===== config.mk =====
export PLATFORM = sky130hd
export DESIGN_NAME = asbt_baud_timing
export DESIGN_NICKNAME = d
export VERILOG_FILES = /design/src/hdl/asbt_pkg.sv /design/src/hdl/asbt_baud_timing.sv
export SDC_FILE = /design/constraint.sdc
export NUM_CORES = 1
export LEC_CHECK = 0
export ABC_AREA = 1
export BUFFER_PORTS_ARGS = -buffer_cell sky130_fd_sc_hd__buf_2
export CORE_ASPECT_RATIO = 1.25
export CORE_MARGIN = 2
export CORE_UTILIZATION = 55
export DETAILED_ROUTE_END_ITERATION = 12
export PLACE_DENSITY = 0.85
export REMOVE_ABC_BUFFERS = 1
export SLEW_MARGIN = 10
export SYNTH_ARGS = -nofsm -noshare
export SYNTH_HDL_FRONTEND = slang
export SYNTH_SLANG_ARGS = --single-unit

===== constraint.sdc =====
create_clock -name clk -period 2.4 [get_ports clk]
set_input_delay 0 -clock clk [delete_from_list [all_inputs] [get_ports clk]]
set_output_delay 0 -clock clk [all_outputs]
set_load 0.01 [all_outputs]

===== src/hdl/asbt_pkg.sv =====
// constants and types for the async serial bit-timing block
package asbt_pkg;

    // ********************************************
    // field layout
    // ********************************************
    localparam int SEL_MSB = 3; // base clock select, bits 3..0
    localparam int SEL_LSB = 0;
    localparam int SEL_W = SEL_MSB - SEL_LSB + 1;
    localparam int DIV_W = 8;
    localparam int PRESC_W = 11;

    // ********************************************
    // limits and reset values
    // ********************************************
    localparam logic [DIV_W-1:0] DIV_MIN = 8'h08;
    localparam logic [DIV_W-1:0] DIV_MAX = 8'hff;
    localparam logic [DIV_W-1:0] DIV_RST = 8'h08;
    localparam logic [SEL_W-1:0] SEL_RST = 4'h0;
    localparam logic [SEL_W-1:0] SEL_MAX = 4'ha; // selections above clamp to 2^10

    // ********************************************
    // timing counts in base clocks
    // ********************************************
    localparam logic [DIV_W-1:0] RX_LATCH_MARGIN = 8'h02;
    localparam logic [1:0] TX_STOP_EXT = 2'h2;

    // transmit counter control states
    typedef enum logic [1:0] {TX_WAIT, TX_RUN, TX_STRETCH} asbt_tx_e;

endpackage : asbt_pkg


===== src/hdl/asbt_baud_timing.sv =====
// bit-rate generator with separate transmit and receive timing counters
`timescale 1ns/10ps
module asbt_baud_timing (
    // clock and reset
    input wire logic clk,
    input wire logic rst,
    // unit controls
    input wire logic unit_power_on,
    input wire logic transmit_enable,
    input wire logic receive_enable,
    input wire logic [asbt_pkg::SEL_W-1:0] base_clock_select,
    input wire logic [asbt_pkg::DIV_W-1:0] bit_rate_divisor,
    // transmitter side events
    input wire logic transmit_buffer_write,
    input wire logic tx_frame_end,
    input wire logic tx_next_pending,
    // receiver side events
    input wire logic rx_start_detect,
    input wire logic rx_frame_end,
    // timing outputs
    output logic base_tick,
    output logic tx_bit_tick,
    output logic rx_sample_tick,
    output logic [asbt_pkg::DIV_W-1:0] divisor_active
);
    import asbt_pkg::*;

    // ********************************************
    // state
    // ********************************************
    logic [PRESC_W-1:0] presc_ff, nxt_presc;
    logic base_tick_ff, nxt_base_tick;
    logic [DIV_W-1:0] divisor_ff, nxt_divisor;
    logic [SEL_W-1:0] sel_ff, nxt_sel;
    logic [DIV_W-1:0] tx_cnt_ff, nxt_tx_cnt;
    logic tx_phase_ff, nxt_tx_phase;
    asbt_tx_e tx_state_ff, nxt_tx_state;
    logic [1:0] stretch_ff, nxt_stretch;
    logic [DIV_W-1:0] rx_cnt_ff, nxt_rx_cnt;
    logic rx_phase_ff, nxt_rx_phase;
    logic rx_active_ff, nxt_rx_active;
    logic tx_bit_ff, nxt_tx_bit;
    logic rx_samp_ff, nxt_rx_samp;
    logic tx_on, rx_on, tx_half, rx_half;

    // prescaler tick: low sel bits of counter all ones
    function automatic logic presc_hit(input logic [PRESC_W-1:0] cnt, input logic [SEL_W-1:0] sel);
        logic [PRESC_W-1:0] mask;
        mask = '0;
        for (int i = 0; i < PRESC_W - 1; i++)
        begin
            mask[i] = i < int'(sel);
        end
        return (cnt & mask) == mask;
    endfunction : presc_hit

    assign tx_on = unit_power_on & transmit_enable;
    assign rx_on = unit_power_on & receive_enable;
    assign tx_half = base_tick_ff && (tx_cnt_ff == divisor_ff - 8'h01);
    assign rx_half = base_tick_ff && rx_active_ff && (rx_cnt_ff == divisor_ff - 8'h01);

    // ********************************************
    // configuration and base clock
    // ********************************************
    always_comb
    begin
        nxt_divisor = divisor_ff;
        if (bit_rate_divisor >= DIV_MIN && bit_rate_divisor <= DIV_MAX)
        begin
            nxt_divisor = bit_rate_divisor;
        end
        nxt_sel = (base_clock_select > SEL_MAX) ? SEL_MAX : base_clock_select;
        nxt_presc = unit_power_on ? presc_ff + 11'h001 : 11'h000;
        nxt_base_tick = unit_power_on && presc_hit(presc_ff, sel_ff);
    end

    always_ff @(posedge clk or posedge rst)
    begin
        if (rst)
        begin
            divisor_ff <= DIV_RST;
            sel_ff <= SEL_RST;
            presc_ff <= '0;
            base_tick_ff <= 1'b0;
        end
        else
        begin
            divisor_ff <= nxt_divisor;
            sel_ff <= nxt_sel;
            presc_ff <= nxt_presc;
            base_tick_ff <= nxt_base_tick;
        end
    end

    // ********************************************
    // transmit counter
    // ********************************************
    always_comb
    begin
        nxt_tx_cnt = tx_cnt_ff;
        nxt_tx_phase = tx_phase_ff;
        nxt_tx_state = tx_state_ff;
        nxt_stretch = stretch_ff;
        nxt_tx_bit = 1'b0;
        if (!tx_on)
        begin
            nxt_tx_cnt = '0;
            nxt_tx_phase = 1'b0;
            nxt_tx_state = TX_WAIT;
            nxt_stretch = '0;
        end
        else
        begin
            if (base_tick_ff)
            begin
                nxt_tx_cnt = tx_half ? 8'h00 : tx_cnt_ff + 8'h01;
                nxt_tx_phase = tx_half ? ~tx_phase_ff : tx_phase_ff;
                nxt_tx_bit = tx_half && tx_phase_ff;
            end
            unique case (tx_state_ff)
                TX_WAIT:
                begin
                    if (transmit_buffer_write)
                    begin
                        nxt_tx_cnt = '0;
                        nxt_tx_phase = 1'b0;
                        nxt_tx_bit = 1'b0;
                        nxt_tx_state = TX_RUN;
                    end
                end
                TX_RUN:
                begin
                    if (tx_frame_end && tx_next_pending)
                    begin
                        nxt_tx_cnt = '0;
                        nxt_tx_phase = 1'b0;
                        nxt_tx_bit = 1'b0;
                        nxt_stretch = '0;
                        nxt_tx_state = TX_STRETCH;
                    end
                    else if (tx_frame_end)
                    begin
                        nxt_tx_state = TX_WAIT; // keeps counting
                    end
                end
                TX_STRETCH:
                begin
                    // hold counter two base clocks, then restart cleared
                    nxt_tx_cnt = '0;
                    nxt_tx_phase = 1'b0;
                    nxt_tx_bit = 1'b0;
                    if (base_tick_ff)
                    begin
                        nxt_stretch = stretch_ff + 2'h1;
                        if (stretch_ff + 2'h1 == TX_STOP_EXT)
                        begin
                            nxt_tx_state = TX_RUN;
                        end
                    end
                end
            endcase
        end
    end

    always_ff @(posedge clk or posedge rst)
    begin
        if (rst)
        begin
            tx_cnt_ff <= '0;
            tx_phase_ff <= 1'b0;
            tx_state_ff <= TX_WAIT;
            stretch_ff <= '0;
            tx_bit_ff <= 1'b0;
        end
        else
        begin
            tx_cnt_ff <= nxt_tx_cnt;
            tx_phase_ff <= nxt_tx_phase;
            tx_state_ff <= nxt_tx_state;
            stretch_ff <= nxt_stretch;
            tx_bit_ff <= nxt_tx_bit;
        end
    end

    // ********************************************
    // receive counter
    // ********************************************
    always_comb
    begin
        nxt_rx_cnt = rx_cnt_ff;
        nxt_rx_phase = rx_phase_ff;
        nxt_rx_active = rx_active_ff;
        nxt_rx_samp = 1'b0;
        if (!rx_on)
        begin
            nxt_rx_cnt = '0;
            nxt_rx_phase = 1'b0;
            nxt_rx_active = 1'b0;
        end
        else if (rx_start_detect)
        begin
            // filter delay already spent counts toward the first half bit
            nxt_rx_cnt = RX_LATCH_MARGIN;
            nxt_rx_phase = 1'b0;
            nxt_rx_active = 1'b1;
        end
        else if (rx_frame_end)
        begin
            nxt_rx_cnt = '0;
            nxt_rx_phase = 1'b0;
            nxt_rx_active = 1'b0;
        end
        else if (rx_active_ff && base_tick_ff)
        begin
            nxt_rx_cnt = rx_half ? 8'h00 : rx_cnt_ff + 8'h01;
            nxt_rx_phase = rx_half ? ~rx_phase_ff : rx_phase_ff;
            nxt_rx_samp = rx_half && !rx_phase_ff; // mid-bit latch
        end
    end

    always_ff @(posedge clk or posedge rst)
    begin
        if (rst)
        begin
            rx_cnt_ff <= '0;
            rx_phase_ff <= 1'b0;
            rx_active_ff <= 1'b0;
            rx_samp_ff <= 1'b0;
        end
        else
        begin
            rx_cnt_ff <= nxt_rx_cnt;
            rx_phase_ff <= nxt_rx_phase;
            rx_active_ff <= nxt_rx_active;
            rx_samp_ff <= nxt_rx_samp;
        end
    end

    // outputs
    assign base_tick = base_tick_ff;
    assign tx_bit_tick = tx_bit_ff;
    assign rx_sample_tick = rx_samp_ff;
    assign divisor_active = divisor_ff;

    // ********************************************
    // assertions
    // ********************************************
    AST_DIV_RANGE: assert property (@(posedge clk) disable iff (rst)
        divisor_ff >= DIV_MIN)
        else $error("divisor below minimum");
    AST_DIV_REJECT: assert property (@(posedge clk) disable iff (rst)
        bit_rate_divisor < DIV_MIN |=> divisor_ff == $past(divisor_ff))
        else $error("illegal divisor accepted");
    AST_BASE_LOW: assert property (@(posedge clk) disable iff (rst)
        !unit_power_on [*2] |-> !base_tick_ff && !tx_bit_ff)
        else $error("base clock active while powered down");
    AST_TX_OFF: assert property (@(posedge clk) disable iff (rst)
        !tx_on |=> tx_cnt_ff == 8'h00 && tx_state_ff == TX_WAIT)
        else $error("tx counter not cleared when disabled");
    AST_TX_FIRST: assert property (@(posedge clk) disable iff (rst)
        tx_on && tx_state_ff == TX_WAIT && transmit_buffer_write |=> tx_cnt_ff == 8'h00 && tx_state_ff == TX_RUN)
        else $error("tx counter not cleared on first write");
    AST_TX_STRETCH: assert property (@(posedge clk) disable iff (rst)
        tx_state_ff == TX_RUN && tx_on && tx_frame_end && tx_next_pending |=> tx_cnt_ff == 8'h00 && tx_state_ff == TX_STRETCH)
        else $error("stop extension not entered");
    AST_TX_RESUME: assert property (@(posedge clk) disable iff (rst)
        tx_on && tx_state_ff == TX_STRETCH && base_tick_ff && stretch_ff == TX_STOP_EXT - 2'h1 |=> tx_cnt_ff == 8'h00 && tx_state_ff == TX_RUN)
        else $error("counter not restarted after stop extension");
    AST_RX_RESTART: assert property (@(posedge clk) disable iff (rst)
        rx_on && rx_start_detect |=> rx_active_ff && rx_cnt_ff == RX_LATCH_MARGIN && !rx_phase_ff)
        else $error("rx timing not restarted");
    AST_RX_OFF: assert property (@(posedge clk) disable iff (rst)
        !rx_on || (rx_frame_end && !rx_start_detect) |=> !rx_active_ff && rx_cnt_ff == 8'h00 && !rx_samp_ff)
        else $error("rx counter not halted");
    AST_HALF_PERIOD: assert property (@(posedge clk) disable iff (rst)
        tx_half && tx_on && tx_state_ff == TX_RUN && !tx_frame_end |=> tx_cnt_ff == 8'h00)
        else $error("half-bit boundary wrong");
    AST_SAMPLE_CAUSE: assert property (@(posedge clk) disable iff (rst)
        rx_samp_ff |-> $past(rx_half) && $past(rx_active_ff))
        else $error("sample without half-bit boundary");

    COV_TX_STRETCH: cover property (@(posedge clk) disable iff (rst) tx_state_ff == TX_STRETCH ##1 tx_state_ff == TX_RUN);
    COV_RX_SAMPLE: cover property (@(posedge clk) disable iff (rst) rx_samp_ff);
    COV_TX_BIT: cover property (@(posedge clk) disable iff (rst) tx_bit_ff);
    COV_RX_RESTART: cover property (@(posedge clk) disable iff (rst) rx_active_ff && rx_start_detect && rx_on);

endmodule : asbt_baud_timing


## After elaboration in Yosys (flattened, before gate mapping)

Index checks and enable logic that the tools add are counted.

- Bits in registers: 49
- Bits of input ports: 22
- Output and inout bits: 11

- Equal/unequal tests: 15
- Reduce and logical (&&, ||, !) cells: 13
- Bitwise gates (word level): 5
- $add $sub $neg: 5
- Magnitude comparators: 13
- Multiplexer cells: 47

Operators by type and width:

| operator | number |
|---|---|
| $mux 8 | 10 |
| $pmux 8 s3 | 1 |
| $mux 1 | 21 |
| $mux 2 | 9 |
| $add 8x1->8 const B | 2 |
| $eq 8x8->1 | 2 |
| $lt 3x4->1 const A | 4 |
| $ne 3x3->1 const B | 5 |
| $add 11x1->11 const B | 1 |
| $and 11x10->11 | 1 |
| $eq 11x10->1 | 1 |
| $mux 11 | 1 |
| $ge 8x4->1 const B | 1 |
| $le 8x8->1 const B | 1 |
| $logic_and 1x1->1 | 8 |
| $lt 1x4->1 const A | 2 |
| $lt 2x4->1 const A | 2 |
| $lt 4x4->1 const A | 2 |
| $ne 4x3->1 const B | 2 |
| $sub 8x1->8 const B | 1 |
| $pmux 1 s3 | 2 |
| $pmux 2 s3 | 1 |
| $eq 2x2->1 const B | 2 |
| $gt 4x4->1 const B | 1 |
| other kinds (13) | 15 |

## Longest topological paths before layout

Gate-level depths: netlist of the first run.

- Depth in word-level cells: 8
- Depth in mapped cells: 15

## Worst setup path after synthesis of the first run

Ideal clock, no wire load.

- Path kind: register -> register
- Start point: register divisor_ff[0] (netlist: divisor_active[0])
- End point: register tx_phase_ff
- Setup time: 0.119 ns
- Cell stages (with the launch flop): 16
- Data required time: 2.281 ns
- Arrival time: 1.920 ns
- Buffers on the path: 0
- Setup slack: 0.361 ns
- Period minus slack after synthesis: 2.039 ns
- Cells stage by stage: dfrtp_1 -> inv_2 -> ha_1 -> nand2_2 -> nor2_2 -> nand2_1 -> nand2_2 -> nand2_2 -> nand2_1 -> nand2_1 -> nor2_2 -> nand3_2 -> inv_1 -> ha_1 -> nor2_1 -> nor3_1

- Word-level cells in the longest chain between the ends: 8

Ends and longest elaborated chain:

| element | RTL line | text |
|---|---|---|
| start: declaration | asbt_baud_timing.sv:33 | `logic [DIV_W-1:0] divisor_ff, nxt_divisor;` |
| start signal: assignment | asbt_baud_timing.sv:88 | `divisor_ff <= nxt_divisor;` |
| $sub 8x1->8 * | asbt_baud_timing.sv:59 | `assign tx_half = base_tick_ff && (tx_cnt_ff == divisor_ff - 8'h01);` |
| $eq 8x8->1 * | asbt_baud_timing.sv:59 |  |
| $logic_and 1x1->1 * | asbt_baud_timing.sv:59 |  |
| $mux 1 * | asbt_baud_timing.sv:117 | `nxt_tx_phase = tx_half ? ~tx_phase_ff : tx_phase_ff;` |
| $mux 1 * | asbt_baud_timing.sv:114 | `if (base_tick_ff)` |
| $mux 1, on equally long branches | asbt_baud_timing.sv:133, asbt_baud_timing.sv:123 |  |
| $pmux 1 s3 * | asbt_baud_timing.sv:120 | `unique case (tx_state_ff)` |
| $mux 1 * | asbt_baud_timing.sv:105 | `if (!tx_on)` |
| net nxt_tx_phase | asbt_baud_timing.sv:36 | `logic tx_phase_ff, nxt_tx_phase;` |
| end signal: assignment | asbt_baud_timing.sv:178 | `tx_phase_ff <= nxt_tx_phase;` |
| end: declaration | asbt_baud_timing.sv:36 |  |

The timed path passes the listed nets; every way through them passes the cells marked *.
A chain may end at the register's enable or synchronous reset.

## Worst setup path in the final report of the first run

Ends and elaborated chain as after synthesis.

==> run summary, run 1 <==
post-DP HPWL -> 4654 µm
postcts setup bufs -> 0
Max-cap violations -> 0
Area Overhead vs Synth -> 16.26%
max-slew violation total from the final report -> 0
Synth Area per Inst -> 7.574 µm²
CP Max Fanout -> 7
met3 Use GR -> 0.04826
Psw -> 0.4106 mW
register area share after synthesis -> 0.4233
via count -> 2605
CTS tree -> done
first-pass GRT wire length -> 10790 µm
worst r2r dst -> tx_phase_ff$_DFF_PP0_
Slew @ Worst Pin -> 0.9812 ns
final hold violations -> 0
PD cells -> 490.6 mW/mm²
clk sinks -> 48
Worst EP required -> 2.58 ns
Clock power frac -> 0.346
placed cells -> 467
met2 Usage GRT -> 0.4289
count of non-filler cells in the finished layout -> 486
Syn Inst Count -> 375
worst r2r src -> divisor_active[0]$_DFFE_PP0P_
Mapped Area -> 0.002840 mm²
largest delay contributor family on the critical path -> simple AND/OR/NAND/NOR gates
worst vdd ir -> 0.3714 mV
reg2reg path depth -> 15
crit path buf inv count -> 2
normalized max-slew margin -> 0.3449
status -> complete, no violations
Clock Skews -> 0.01104 ns
top cell type's share of synthesized area -> 0.4141
crit path time final -> 2.165 ns
worst skew pair latency -> 0.30 ns
RD Place Congestion -> 0.9655
Overflow after GRT -> 0
hold crit path type -> input pin to flip-flop
I/O pins -> 33
Worst Hold Path Cells -> 3
Min Hold Slack -> 0.01053 ns
vias in the first global route -> 2586
Post-synth EDFFs -> 0
Iteration-0 DRC Markers -> 85
sequential power share -> 0.528
crit path capture type -> flip-flop
die area -> 0.005759 mm²
site row count -> 29
critical path type -> flip-flop to flip-flop
Final nets -> 456
final wirelength -> 6309 µm
Synth area leader -> dfrtp_1
Internal Power -> 1.209 mW
post-synthesis cell type count -> 37
Slowest-stage cell, CP -> dfrtp_1
Worst-path clk slew -> 0.09 ns
Placeable Area -> 0.005044 mm²
largest net degree at the start of global routing -> 49
Inserted Diodes -> 0
GRT met1 Usage -> 0.2780
Sw Share -> 0.2534
crit-path cells -> inv_2 > ha_2 > nand2_2 > nor2_2 > nand2_1 > nand2_2 > nand2_2 > nand2_1 > nand2_1 > nor2_2 > nand3_2 > inv_1 > ha_1 > nor2_1 > nor3_1
Syn. warnings -> 0
Synth Flop Type -> dfrtp_1
antenna violations before repair -> 0
cts bufs inserted -> 5
Comb power frac -> 0.127
Final Setup Violations -> 0
Die X -> 68.28 µm
wire per inst -> 12.98 µm
Static Leak -> 1.607 nW
busiest layer in global routing -> met2
Vert. Die Dim -> 84.35 µm
FMAX -> 461.8 MHz
Seq cells post-synth -> 48
Post-DRT Antenna Nets -> 0
top-count cell post-synth -> nand2_1
Starting Density -> 0.5631
RSZ-0062 raised after global routing -> no
Commonest cells post-synth -> 80 x nand2_1, 55 x inv_1, 47 x dfrtp_1, 44 x nor2_1, 27 x nand3_1
GRT Util Overall -> 0.2450
layout cells sized above 1 -> 0.1722
setup TNS -> 0 ns
hold path start -> unit_power_on
worst endpoint data arrival time -> 2.35 ns
via/cell ratio -> 5.360
startpoint types -> flip-flop
Worst Hold End -> presc_ff[1]$_DFF_PP0_
first-pass detailed-route iteration total -> 4
DRC viols -> 0
Tcrit/Tclk final -> 0.9022
port bufs -> 32
clock tree buffer depth -> 2
largest cells by area after synthesis -> dfrtp_1 41%, nand2_1 11%, inv_1 7.3%, nor2_1 5.8%, nand3_1 4.8%
htree depth -> 2
Synth async-reset ratio -> 1.000
r2r setup slk -> 0.23 ns
Root Driver -> clkbuf_8
crit-path max cell delay -> 0.45 ns
==> what timing repair did <==
action	4_1_cts	5_1_grt
endpoints found under the setup margin	0	1
endpoints found under the hold margin	59	0
gates resized for setup	0	1
hold buffers	13	0
==> through the flow <==
step | area (µm²) | worst slack [ns] | power [mW] | utilization
after floorplan | 2825 | 0.3595 | 0.9920 | -
after global placement | 3070 | 0.2800 | 1.050 | 0.6088
after detailed placement | 3070 | 0.2107 | 1.057 | 0.6088
after CTS | 3299 | 0.1880 | 1.631 | 0.6542
after global routing | 3302 | 0.02240 | 1.697 | 0.6547
final | 3302 | 0.2348 | 1.620 | 0.6547
==> cells in the final DEF (no fill, tap or decap), types with 2 or more instances in the layout <==
cell and instances:
nand2_1 80, inv_1 54, dfrtp_1 47, nor2_1 44, buf_2 32, nand3_1 27, o21ai_0 18, a21oi_1 16
dlygate4sd3_1 13, xor2_1 11, nor3_1 11, nand2_2 9, ha_1 8, nor2_2 7, clkbuf_8 5, inv_2 4
nand3_2 3, nand4_1 3, nor3_2 3, o21bai_1 3, a31oi_1 2, or2_2 2, nand3b_1 2, a21boi_0 2
o22ai_1 2
==> sequential cells by signal (all words and copies together), names as in the netlist <==
register	cells
rx_phase_ff	1
stretch_ff	2
tx_cnt_ff	8
presc_ff	10
rx_active_ff	1
rx_cnt_ff	8
rx_sample_tick	1
tx_phase_ff	1
tx_state_ff	2
base_tick	1
sel_ff	4
divisor_active	8
tx_bit_tick	1
==> cells by family (layout without fill, tap and decap cells) <==
| group | Yosys count | after routing | share of synthesized area |
|---|---|---|---|
| AOI/OAI and AO/OA | 50 | 50 | 0.1026 |
| and+or+nand+nor | 196 | 196 | 0.3185 |
| DFF | 48 | 48 | 0.4234 |
| buffers and inverters | 61 | 110 | 0.08194 |
| xor gates and xnor gates | 11 | 11 | 0.03392 |
| adders and majority gates | 9 | 9 | 0.03965 |
==> worst max-delay path by stage <==
stage | start | to | slack, ns | cells past startpoint
floorplan | divisor_active[0]$_DFFE_PP0P_ | tx_phase_ff$_DFF_PP0_ | 0.36 | 15
global route | divisor_active[0]$_DFFE_PP0P_ | tx_phase_ff$_DFF_PP0_ | 0.02 | 15
finish | divisor_active[0]$_DFFE_PP0P_ | tx_phase_ff$_DFF_PP0_ | 0.23 | 15
global placement | divisor_active[0]$_DFFE_PP0P_ | tx_phase_ff$_DFF_PP0_ | 0.28 | 15
CTS | divisor_active[0]$_DFFE_PP0P_ | tx_phase_ff$_DFF_PP0_ | 0.19 | 15
detailed placement | divisor_active[0]$_DFFE_PP0P_ | tx_phase_ff$_DFF_PP0_ | 0.21 | 15
==> area by class of cell <==
class	instances	area, µm²
well taps	62	77.57
clock inverters	1	30.03
multi-input cells	266	1408
clock buffers	5	68.82
repair buffers	46	297.8
fillers	417	1742
inverters	58	217.7
flip-flops and latches	48	1202
==> tightest hold or removal path, cell delays in order <==
cell	delay, ns
buf_2	0.16
nand2_1	0.08
inv_1	0.03
==> power groups by stage <==
| stage | Clock [mW] | Combinational, mW | Sequential, mW |
|---|---|---|---|
| floorplan | 0 | 0.124 | 0.868 |
| global placement | 0 | 0.181 | 0.869 |
| detailed placement | 0 | 0.187 | 0.870 |
| CTS | 0.572 | 0.205 | 0.854 |
| global route | 0.603 | 0.237 | 0.858 |
| finish | 0.560 | 0.206 | 0.854 |
==> layer usage <==
metal / share of wire / routed length (µm)
met1: 0.41 / 2581
met2: 0.52 / 3271
met3: 0.030 / 190
met4: 0.042 / 267
met5: 0 / 0
Power figures use the tool's default switching activity.
==> inputs of run 2 (changes only) <==
--- a/config.mk
+++ b/config.mk
@@ -12,6 +12,7 @@
 export CORE_UTILIZATION = 55
 export DETAILED_ROUTE_END_ITERATION = 12
 export PLACE_DENSITY = 0.85
+export RECOVER_POWER = 100
 export REMOVE_ABC_BUFFERS = 1
 export SLEW_MARGIN = 10
 export SYNTH_ARGS = -nofsm -noshare
==> run 2 against run 1 <==
  * The run now ends with max-capacitance violations, max-slew violations left
  * Cell count unchanged
  * Worst setup slack better by 0.0050 ns
  * Register-to-register slack about the same
  * Clock power about the same
  * Fmax up 0.23%
  * Total power down 0.16%
  * Non-clock buffer count unchanged
  * Wire length down 0.11%
  * Highest routed layer unchanged
==> run summary, run 2 (synthesis gave the netlist of run 1 again) <==
Final Setup Violations -> 0
failing checks -> max-capacitance violations, max-slew violations
Inserted Diodes -> 0
worst skew pair latency -> 0.30 ns
cts bufs inserted -> 5
Iteration-0 DRC Markers -> 110
first-pass GRT wire length -> 10790 µm
Overflow after GRT -> 0
port bufs -> 32
antenna violations before repair -> 0
CTS tree -> done
layout cells sized above 1 -> 0.1274
die area -> 0.005759 mm²
htree depth -> 2
largest net degree at the start of global routing -> 49
Placeable Area -> 0.005044 mm²
site row count -> 29
max-slew violation total from the final report -> 49
vias in the first global route -> 2586
FMAX -> 462.9 MHz
normalized max-slew margin -> -0.1853
Slew @ Worst Pin -> 1.776 ns
crit path capture type -> flip-flop
Internal Power -> 1.206 mW
Vert. Die Dim -> 84.35 µm
I/O pins -> 33
max FFs per register -> 10
PD cells -> 495.8 mW/mm²
post-DP HPWL -> 4654 µm
count of non-filler cells in the finished layout -> 486
Max-cap violations -> 1
Final nets -> 456
crit path buf inv count -> 2
most common cell after layout, fill and taps aside -> nand2_1
sequential power share -> 0.528
crit path time final -> 2.160 ns
Sw Share -> 0.2544
Tcrit/Tclk final -> 0.9001
clk sinks -> 48
critical path type -> flip-flop to flip-flop
largest delay contributor family on the critical path -> simple AND/OR/NAND/NOR gates
status -> finished with violations
worst endpoint data arrival time -> 2.35 ns
DRC viols -> 0
hold crit path type -> input pin to flip-flop
Die X -> 68.28 µm
Slowest-stage cell, CP -> dfrtp_1
Comb power frac -> 0.124
Clock power frac -> 0.347
CP Max Fanout -> 7
GRT Util Overall -> 0.2450
startpoint types -> flip-flop
most frequent CP cell -> nand2_1
via count -> 2606
Worst EP required -> 2.59 ns
Post-DRT Antenna Nets -> 0
first-pass detailed-route iteration total -> 4
crit-path cells -> inv_2 > ha_2 > nand2_2 > nor2_2 > nand2_1 > nand2_1 > nand2_2 > nand2_1 > nand2_1 > nor2_2 > nand3_2 > inv_1 > ha_1 > nor2_1 > nor3_1
setup TNS -> 0 ns
RD Place Congestion -> 0.9655
Starting Density -> 0.5631
Reg with most FFs -> presc_ff
RSZ-0062 raised after global routing -> no
via/cell ratio -> 5.362
clock tree buffer depth -> 2
placed cells -> 467
Static Leak -> 1.568 nW
postcts setup bufs -> 0
most frequent cells in the layout -> 83 x nand2_1, 55 x inv_1, 47 x dfrtp_1
Worst-path clk slew -> 0.09 ns
worst vdd ir -> 0.3717 mV
Power Total -> 1.617 mW
Psw -> 0.4114 mW
Clock Skews -> 0.01155 ns
Root Driver -> clkbuf_8
crit-path max cell delay -> 0.45 ns
r2r setup slk -> 0.24 ns
Area Overhead vs Synth -> 14.85%
wire per inst -> 12.97 µm
final wirelength -> 6302 µm
final hold violations -> 0
==> run 2: changes by cell type in the layout (fill, tap and decap cells not counted), moves of 2 or more <==
cell / before / now
nand2_1: 80 / 83
nand2_2: 9 / 7
clkbuf_1: 0 / 12
buf_2: 32 / 21
==> run 2: final cells by class <==
type | instances | area [µm²]
well taps | 62 | 77.57
repair buffers | 46 | 280.3
clock buffers | 5 | 68.82
multi-input cells | 266 | 1385
flip-flops and latches | 48 | 1202
clock inverters | 1 | 30.03
inverters | 58 | 217.7
fillers | 431 | 1782
==> run 2: per-stage QoR <==
stage          hold slack [ns]  worst slack [ns]  cell area, µm²  utilization
2_1_floorplan          0.03143            0.3595            2825            -
3_3_place_gp            0.1354            0.2800            3070       0.6088
3_5_place_dp            0.1337            0.2107            3070       0.6088
4_1_cts               0.001828            0.1880            3299       0.6542
5_1_grt                0.01072           0.01586            3262       0.6467
6_report              0.008533            0.2398            3262       0.6467
==> run 2: power groups by stage <==
| stage | clock, mW | sequential [mW] | combinational [mW] |
|---|---|---|---|
| floorplan | 0 | 0.868 | 0.124 |
| global placement | 0 | 0.869 | 0.181 |
| detailed placement | 0 | 0.870 | 0.187 |
| CTS | 0.572 | 0.854 | 0.205 |
| global route | 0.603 | 0.858 | 0.232 |
| finish | 0.562 | 0.854 | 0.201 |
==> run 2: worst reg2reg max path: stages, from the launching register on <==
cell,delay (ns)
dfrtp_1,0.45
inv_2,0.15
ha_2,0.26
nand2_2,0.09
nor2_2,0.12
nand2_1,0.08
nand2_1,0.09
nand2_2,0.07
nand2_1,0.06
nand2_1,0.06
nor2_2,0.08
nand3_2,0.11
inv_1,0.07
ha_1,0.22
nor2_1,0.10
nor3_1,0.05
==> run 2: layer usage <==
| metal | GRT usage | wire length, µm |
|---|---|---|
| met3 | 0.04826 | 193 |
| met2 | 0.4289 | 3298 |
| met1 | 0.2780 | 2566 |
| met5 | 0 | 0 |
| met4 | 0.1109 | 244 |
==> run 2: final timing paths <==
| kind | to | startpoint | cells past startpoint |
|---|---|---|---|
| max | tx_phase_ff$_DFF_PP0_ | divisor_active[0]$_DFFE_PP0P_ | 15 |
| min | presc_ff[1]$_DFF_PP0_ | unit_power_on | 3 |
| max reg2reg | tx_phase_ff$_DFF_PP0_ | divisor_active[0]$_DFFE_PP0P_ | 15 |
| min reg2reg | rx_sample_tick$_DFF_PP0_ | rx_phase_ff$_DFFE_PP0P_ | 1 |
| max in group asynchronous | presc_ff[8]$_DFF_PP0_ | rst | 3 |
| min in group asynchronous | tx_cnt_ff[6]$_DFF_PP0_ | rst | 3 |
==> run 2: what timing repair did <==
action | 4_1_cts | 5_1_grt
endpoints found under the hold margin | 59 | 0
endpoints found under the setup margin | 0 | 1
gates resized for setup | 0 | 1
hold buffers | 13 | 0
